===== src/common/ubk_pkg.sv =====
// constants, register map and decode helpers of the user break unit
// assumes one clock, synchronous reset, and a plain register port
package ubk_pkg;

    // ----------------------------------------------------------------
    // widths
    // ----------------------------------------------------------------
    localparam int REG_ADDR_W = 28;
    localparam int REG_W = 16;
    localparam int DATA_W = 32;
    localparam int BUS_ADDR_W = 32;
    localparam int SLOT_W = 3;
    localparam int ST_W = 3;

    // ----------------------------------------------------------------
    // register map
    // ----------------------------------------------------------------
    localparam logic [27:0] OFS_ADDR_HIGH = 28'h5ffff90;
    localparam logic [27:0] OFS_ADDR_LOW = 28'h5ffff92;
    localparam logic [27:0] OFS_MASK_HIGH = 28'h5ffff94;
    localparam logic [27:0] OFS_MASK_LOW = 28'h5ffff96;
    localparam logic [27:0] OFS_CYCLE_SEL = 28'h5ffff98;
    localparam logic [27:0] OFS_IRQ_MASK = 28'h5ffff9a;
    localparam logic [27:0] OFS_IRQ_STATUS = 28'h5ffff9c;

    localparam logic [3:0] AREA_SEL = OFS_ADDR_HIGH[27:24];
    localparam logic [4:0] ROW_SEL = OFS_ADDR_HIGH[8:4];
    localparam logic [2:0] SLOT_ADDR_HIGH = OFS_ADDR_HIGH[3:1];
    localparam logic [2:0] SLOT_ADDR_LOW = OFS_ADDR_LOW[3:1];
    localparam logic [2:0] SLOT_MASK_HIGH = OFS_MASK_HIGH[3:1];
    localparam logic [2:0] SLOT_MASK_LOW = OFS_MASK_LOW[3:1];
    localparam logic [2:0] SLOT_CYCLE = OFS_CYCLE_SEL[3:1];
    localparam logic [2:0] SLOT_IRQ_MASK = OFS_IRQ_MASK[3:1];
    localparam logic [2:0] SLOT_STATUS = OFS_IRQ_STATUS[3:1];
    localparam logic [2:0] NUM_RW = 3'h6;

    localparam logic [15:0] RESET_VAL = 16'h0000;
    localparam logic [15:0] CYCLE_WR_MASK = 16'h00ff;
    localparam logic [15:0] IRQ_MASK_BITS = 16'h0007;

    // ----------------------------------------------------------------
    // cycle select fields
    // ----------------------------------------------------------------
    localparam int CD_DMA_BIT = 7;
    localparam int CD_CPU_BIT = 6;
    localparam int ID_DATA_BIT = 5;
    localparam int ID_FETCH_BIT = 4;
    localparam int RW_WRITE_BIT = 3;
    localparam int RW_READ_BIT = 2;
    localparam int SZ_HI = 1;
    localparam int SZ_LO = 0;

    // width codes, shared by size field, bus cycles and register port
    localparam logic [1:0] SZ_ANY = 2'h0;
    localparam logic [1:0] SZ_BYTE = 2'h1;
    localparam logic [1:0] SZ_WORD = 2'h2;
    localparam logic [1:0] SZ_LONG = 2'h3;

    // status bits
    localparam int ST_FETCH = 0;
    localparam int ST_DATA = 1;
    localparam int ST_DMA = 2;

    // ----------------------------------------------------------------
    // decode helpers
    // ----------------------------------------------------------------
    // only bits 27..24 and 8..0 take part; 23..9 alias
    function automatic logic reg_hit(input logic [27:0] a);
        reg_hit = (a[27:24] == AREA_SEL) && (a[8:4] == ROW_SEL)
            && (a[3:1] <= SLOT_STATUS);
    endfunction : reg_hit

    function automatic logic [2:0] reg_slot(input logic [27:0] a);
        reg_slot = a[3:1];
    endfunction : reg_slot

endpackage : ubk_pkg


===== src/logic/ubk_match.sv =====
// break condition comparator, purely combinational
// assumes bus cycle signals are stable while cyc_valid is high
`timescale 1ns/10ps
module ubk_match (
    input wire logic [15:0] addr_high,
    input wire logic [15:0] addr_low,
    input wire logic [15:0] mask_high,
    input wire logic [15:0] mask_low,
    input wire logic [15:0] cycle_sel,
    input wire logic [31:0] cyc_addr,
    input wire logic cyc_dma,
    input wire logic cyc_fetch,
    input wire logic cyc_write,
    input wire logic [1:0] cyc_size,
    output logic hit
);
    logic [31:0] cmp_addr;
    logic [31:0] cmp_mask;
    logic [1:0] sz;
    logic addr_ok;
    logic cd_ok;
    logic id_ok;
    logic rw_ok;
    logic sz_ok;

    always_comb begin
        cmp_addr = {addr_high, addr_low};
        cmp_mask = {mask_high, mask_low};
        sz = cycle_sel[ubk_pkg::SZ_HI:ubk_pkg::SZ_LO];
        addr_ok = ((cyc_addr ^ cmp_addr) & ~cmp_mask) == 32'h0000_0000;
        cd_ok = cyc_dma ? cycle_sel[ubk_pkg::CD_DMA_BIT]
                        : cycle_sel[ubk_pkg::CD_CPU_BIT];
        id_ok = cyc_fetch ? cycle_sel[ubk_pkg::ID_FETCH_BIT]
                          : cycle_sel[ubk_pkg::ID_DATA_BIT];
        rw_ok = cyc_write ? cycle_sel[ubk_pkg::RW_WRITE_BIT]
                          : cycle_sel[ubk_pkg::RW_READ_BIT];
        sz_ok = (sz == ubk_pkg::SZ_ANY) || (sz == cyc_size);
        hit = addr_ok && cd_ok && id_ok && rw_ok && sz_ok;
    end

endmodule : ubk_match


===== src/logic/ubk_irq.sv =====
// sticky break status, mask gating and level interrupt
// assumes events are one-cycle strobes on the same clock
`timescale 1ns/10ps
module ubk_irq #(
    parameter int W = 3
) (
    input wire logic clk,
    input wire logic rst,
    input wire logic [W-1:0] ev,
    input wire logic [W-1:0] mask,
    input wire logic rd_clear,
    output logic [W-1:0] status,
    output logic irq
);
    logic [W-1:0] next_status;
    logic next_irq;

    always_comb begin
        // set wins over a clear in the same cycle, no event lost
        next_status = (status & ~{W{rd_clear}}) | ev;
        // level request while unmasked bit set
        next_irq = |(next_status & mask);
    end

    always_ff @(posedge clk) begin
        if (rst) begin
            status <= '0;
            irq <= 1'b0;
        end else begin
            status <= next_status;
            irq <= next_irq;
        end
    end

endmodule : ubk_irq


===== src/logic/ubk_top.sv =====
// user break unit: break condition registers, bus cycle watch,
// interrupt request towards the cpu
// assumes cpu and dma cycle signals come from logic on clk, and that
// the cpu samples brk_before_exec at decode of the fetched instruction
//
// The plain strobed port was chosen for this implementation.
`timescale 1ns/10ps
module ubk_top (
    input wire logic clk,
    input wire logic rst,
    input wire logic [27:0] reg_addr,
    input wire logic [31:0] reg_wdata,
    input wire logic [1:0] reg_size,
    input wire logic reg_wr,
    input wire logic reg_rd,
    output logic [31:0] reg_rdata,
    input wire logic cyc_valid,
    input wire logic [31:0] cyc_addr,
    input wire logic cyc_dma,
    input wire logic cyc_fetch,
    input wire logic cyc_write,
    input wire logic [1:0] cyc_size,
    output logic brk_irq,
    output logic brk_hit,
    output logic brk_before_exec
);

    // ----------------------------------------------------------------
    // register decode
    // ----------------------------------------------------------------
    logic [15:0] regs [0:5];
    logic [15:0] next_regs [0:5];
    logic [15:0] view [0:7];
    logic [2:0] slot;
    logic [2:0] slot_nx;
    logic sel;
    logic [31:0] next_rdata;
    logic rd_clear;
    logic [2:0] status;
    logic irq_level;

    always_comb begin
        sel = ubk_pkg::reg_hit(reg_addr);
        slot = ubk_pkg::reg_slot(reg_addr);
        slot_nx = slot + 3'h1;
    end

    // ----------------------------------------------------------------
    // register writes
    // ----------------------------------------------------------------
    // long access covers this slot and the next; big-endian lanes
    always_comb begin
        for (int i = 0; i < 6; i++) begin
            next_regs[i] = regs[i];
        end
        if (reg_wr && sel) begin
            unique case (reg_size)
                ubk_pkg::SZ_BYTE: begin
                    if (slot < ubk_pkg::NUM_RW) begin
                        if (reg_addr[0]) begin
                            next_regs[slot][7:0] = reg_wdata[7:0];
                        end else begin
                            next_regs[slot][15:8] = reg_wdata[7:0];
                        end
                    end
                end
                ubk_pkg::SZ_WORD: begin
                    if (slot < ubk_pkg::NUM_RW) begin
                        next_regs[slot] = reg_wdata[15:0];
                    end
                end
                ubk_pkg::SZ_LONG: begin
                    if (slot < ubk_pkg::NUM_RW) begin
                        next_regs[slot] = reg_wdata[31:16];
                    end
                    if (slot_nx < ubk_pkg::NUM_RW) begin
                        next_regs[slot_nx] = reg_wdata[15:0];
                    end
                end
                default: begin
                end
            endcase
        end
        next_regs[ubk_pkg::SLOT_CYCLE] =
            next_regs[ubk_pkg::SLOT_CYCLE] & ubk_pkg::CYCLE_WR_MASK;
        next_regs[ubk_pkg::SLOT_IRQ_MASK] =
            next_regs[ubk_pkg::SLOT_IRQ_MASK] & ubk_pkg::IRQ_MASK_BITS;
    end

    always_ff @(posedge clk) begin
        if (rst) begin
            for (int i = 0; i < 6; i++) begin
                regs[i] <= ubk_pkg::RESET_VAL;
            end
        end else begin
            for (int i = 0; i < 6; i++) begin
                regs[i] <= next_regs[i];
            end
        end
    end

    // ----------------------------------------------------------------
    // register reads
    // ----------------------------------------------------------------
    always_comb begin
        for (int i = 0; i < 6; i++) begin
            view[i] = regs[i];
        end
        view[ubk_pkg::SLOT_STATUS] = {13'h0000, status};
        view[7] = 16'h0000;
        next_rdata = 32'h0000_0000;
        if (reg_rd && sel) begin
            unique case (reg_size)
                ubk_pkg::SZ_BYTE: begin
                    if (reg_addr[0]) begin
                        next_rdata = {24'h00_0000, view[slot][7:0]};
                    end else begin
                        next_rdata = {24'h00_0000, view[slot][15:8]};
                    end
                end
                ubk_pkg::SZ_WORD: begin
                    next_rdata = {16'h0000, view[slot]};
                end
                ubk_pkg::SZ_LONG: begin
                    next_rdata = {view[slot], view[slot_nx]};
                end
                default: begin
                end
            endcase
        end
        // any read that covers the status word clears it
        rd_clear = reg_rd && sel && ((slot == ubk_pkg::SLOT_STATUS)
            || ((reg_size == ubk_pkg::SZ_LONG)
                && (slot_nx == ubk_pkg::SLOT_STATUS)));
    end

    always_ff @(posedge clk) begin
        if (rst) begin
            reg_rdata <= 32'h0000_0000;
        end else begin
            reg_rdata <= next_rdata;
        end
    end

    // ----------------------------------------------------------------
    // bus cycle watch
    // ----------------------------------------------------------------
    logic cond_hit;
    logic [2:0] ev;
    logic next_hit;
    logic next_before_exec;

    ubk_match u_match (
        .addr_high(regs[ubk_pkg::SLOT_ADDR_HIGH]),
        .addr_low(regs[ubk_pkg::SLOT_ADDR_LOW]),
        .mask_high(regs[ubk_pkg::SLOT_MASK_HIGH]),
        .mask_low(regs[ubk_pkg::SLOT_MASK_LOW]),
        .cycle_sel(regs[ubk_pkg::SLOT_CYCLE]),
        .cyc_addr(cyc_addr),
        .cyc_dma(cyc_dma),
        .cyc_fetch(cyc_fetch),
        .cyc_write(cyc_write),
        .cyc_size(cyc_size),
        .hit(cond_hit)
    );

    always_comb begin
        ev = 3'h0;
        if (cyc_valid && cond_hit) begin
            if (cyc_dma) begin
                ev[ubk_pkg::ST_DMA] = 1'b1;
            end else if (cyc_fetch) begin
                ev[ubk_pkg::ST_FETCH] = 1'b1;
            end else begin
                ev[ubk_pkg::ST_DATA] = 1'b1;
            end
        end
        next_hit = |ev;
        // flag fetch break ahead of execution
        next_before_exec = ev[ubk_pkg::ST_FETCH];
    end

    always_ff @(posedge clk) begin
        if (rst) begin
            brk_hit <= 1'b0;
            brk_before_exec <= 1'b0;
        end else begin
            brk_hit <= next_hit;
            brk_before_exec <= next_before_exec;
        end
    end

    // ----------------------------------------------------------------
    // interrupt
    // ----------------------------------------------------------------
    // sticky event drives interrupt request
    ubk_irq #(
        .W(ubk_pkg::ST_W)
    ) u_irq (
        .clk(clk),
        .rst(rst),
        .ev(ev),
        .mask(regs[ubk_pkg::SLOT_IRQ_MASK][2:0]),
        .rd_clear(rd_clear),
        .status(status),
        .irq(irq_level)
    );

    always_comb begin
        brk_irq = irq_level;
    end

endmodule : ubk_top


===== config.mk =====
export PLATFORM = sky130hd
export DESIGN_NAME = ubk_top
export DESIGN_NICKNAME = d
export VERILOG_FILES = /design/src/common/ubk_pkg.sv /design/src/logic/ubk_match.sv /design/src/logic/ubk_irq.sv /design/src/logic/ubk_top.sv
export SDC_FILE = /design/constraint.sdc
export NUM_CORES = 1
export LEC_CHECK = 0
export ABC_AREA = 1
export BUFFER_PORTS_ARGS = -buffer_cell sky130_fd_sc_hd__buf_2
export CAP_MARGIN = 40
export CELL_PAD_IN_SITES_DETAIL_PLACEMENT = 1
export CELL_PAD_IN_SITES_GLOBAL_PLACEMENT = 1
export CORE_UTILIZATION = 43
export CTS_CLUSTER_SIZE = 24
export DETAILED_ROUTE_END_ITERATION = 8
export GPL_TIMING_DRIVEN = 0
export PLACE_DENSITY_LB_ADDON = 0.2
export SLEW_MARGIN = 20
export SYNTH_ARGS = -nofsm -noshare
export SYNTH_HDL_FRONTEND = slang
export SYNTH_HIERARCHICAL = 1
export SYNTH_SLANG_ARGS = --single-unit

===== constraint.sdc =====
create_clock -name clk -period 4.75 [get_ports clk]
set_clock_uncertainty 0.1 [all_clocks]
set_input_delay 0.2375 -clock clk [delete_from_list [all_inputs] [get_ports clk]]
set_output_delay 0.2375 -clock clk [all_outputs]
set_load 0.05 [all_outputs]

==> results.cfg <==
[timing]
hold_viol = 0
achievable-frequency_mhz = 299
rsz0062_at_grt = false
worst_pin_slew_ns = 0.931
timing.final.max_slew_violations = 0
period_share_pct = 70.4
setup-tns-final_ns = 0
report.final.setup_viol = 0
timing.final.crit_period_ns = 3.34
timing.max_slew.rel_slack_pct = 37.9

[die]
placement_rows = 58
floorplan.die.height_microns = 163
pin_count = 139
floorplan.initialDensity_pct = 43.9
design.core.area_sq_um = 25300
die_area_sq_um = 26400
floorplan.die.width_microns = 163

[clock_network]
clk-insertion-delay-late_ns = 0.45
ctsResizeCount = 0
clk_pin_slew_ns = 0.06
cts_inserted_buffers = 17
clock-root-buffer = clkbuf_16
post_cts.repair.setup_buffers = 0
htree_levels = 4
cts.path.max_buffers = 2
tritoncts = built
clock_sink_count = 113
cts_hold_buffers = 3

[pwr]
power.switching_fraction_pct = 35.0
power.density_cell_area_nw_per_um2 = 245
clock_power_share_pct = 48.6
total_power_uw = 3150
switchingPower_uw = 1110
p_leak_uw = 0.00634
seq_power_share_pct = 30.1
power.share.combinational_pct = 21.3
ir_worst_vdd_mv = 0.178
internal_power_uw = 2050

[placed_design]
placedInstanceArea_sq_um = 12200
number_of_buffers_added_on_ports = 122
finalWeightedCongestion = 1.03
detailedPlacementHpwl_microns = 50400
post-place-cells = 2487

[outcome]
outcome = finished clean

[global_routing]
first_pass_grt_wire_length_microns = 97700
overflow = 0
grt_start_max_net_pins = 17
global_route_usage_sum_pct = 50.5
grt_antenna_before_repair = 3
grt_pass1_vias = 15500

[drt]
vias = 15987
postRouteWirelength_microns = 66900
detailedRoute.firstIterationViolations = 2108
antenna_left = 0
via_per_inst = 6.33
route.detailed.drc = 0
drtPass1Iterations = 7
wire_per_inst_microns = 26.5

[critical_path]
reg2reg_slack_ns = 2.06
worst_r2r_path_depth = 16
setup.worst_path.start_class = input port
crit_end = reg_rdata[0]
rr_endpoint = u_irq/irq
timing.setup.critical_path_class = input port to flip-flop
worst_r2r_startpoint = regs[0][49]
worst_setup_path_end_kind = flip-flop
worst-path-max-fanout = 10
worst_ep_arrival_ns = 3.62
critical_path.startpoint = reg_addr[1]
timing.critical_path.required_ns = 5.03

[finish]
final_cell_count_no_fill = 2527
sequential_cell_area_sq_um = 2260
fillCellCount = 3780
area_growth_pct = 16.3
multi_input_area_sq_um = 7220
design.final.nets = 2289
drive_above_1_share_pct = 13.1
final_cell_area_sq_um = 12900
final_core_utilization_pct = 51.0

[yosys]
synthesis.yosys.warnings = 6
synth.avg_cell_area_sq_um = 5.46
netlist_area_sq_um = 11100
mappedNetlistNets = 2137
syn-instance-count = 2030

[worst_hold_path]
kind_of_path_behind_the_tightest_hold_check = input port to flip-flop

[flow_run]
timing.max_cap.violations = 0
[worst max-delay path, cell delays in order]
cell and delay [ns]:
buf_2 0.13, buf_6 0.16, inv_4 0.16, buf_4 0.24, buf_4 0.21, buf_2 0.38
ha_1 0.30, buf_2 0.27, inv_2 0.25, buf_2 0.34, nand3_1 0.12, nand2_1 0.09
nand2_1 0.10, nand2_1 0.22, nand2_1 0.12, nand2_1 0.11, nor2_1 0.05, nor2_1 0.10
[registers in the layout, indices dropped and copies added (netlist names)]
| signal | cells |
|---|---|
| reg_rdata | 32 |
| u_irq/irq | 1 |
| u_irq/status | 3 |
| regs | 75 |
| brk_before_exec | 1 |
| brk_hit | 1 |
[worst min-delay path by stage]
stage | startpoint | endpoint | cells after the start
4_1_cts | cyc_fetch | brk_before_exec | 3
3_5_place_dp | rst | u_irq/status[1] | 2
5_1_grt | cyc_fetch | brk_before_exec | 3
2_1_floorplan | rst | u_irq/status[0] | 1
6_report | cyc_fetch | brk_before_exec | 3
3_3_place_gp | rst | u_irq/status[0] | 2
[power groups by stage]
stage	Clock [uW]	Sequential, uW	Combinational (uW)
2_1_floorplan	0	969	337
3_3_place_gp	0	970	600
3_5_place_dp	0	970	615
4_1_cts	1510	949	624
5_1_grt	1550	948	688
6_report	1530	948	672
[routing by layer]
layer | track usage [%] | share of wire [%] | routed length [microns]
met4 | 30.2 | 6.2 | 4180
met5 | 0 | 0 | 0
met2 | 72.3 | 40 | 26900
met1 | 65.5 | 39 | 26000
met3 | 16.3 | 15 | 9850
[placed cells by master (no fill, tap or decap), types with 27 or more instances in the layout]
| cell | instances |
|---|---|
| a21oi_1 | 115 |
| buf_2 | 160 |
| clkbuf_1 | 57 |
| dfxtp_1 | 113 |
| inv_1 | 211 |
| nand2_1 | 683 |
| nand3_1 | 247 |
| nand4_1 | 67 |
| nor2_1 | 129 |
| o21ai_0 | 191 |
| o21ai_1 | 27 |
[per-stage QoR]
step | worst slack [ns] | hold slack, ns
after global placement | 1.27 | 0.357
final | 1.41 | 0.00403
after detailed placement | 1.24 | 0.371
after global routing | 1.36 | 0.0211
after CTS | 1.66 | 0.00542
after floorplan | 2.32 | 0.207
[layout make-up]
class	count	area share (%)
diodes	2	0.0388
plain buffers	137	5.82
clock buffers	18	3.33
clock inverters	14	1.78
inverters	223	6.57
multi-input cells	1557	56.0
flip-flops and latches	113	17.5
well taps	330	3.20
repair buffers	133	5.67
Note: power is estimated with default switching activity, not from simulation.
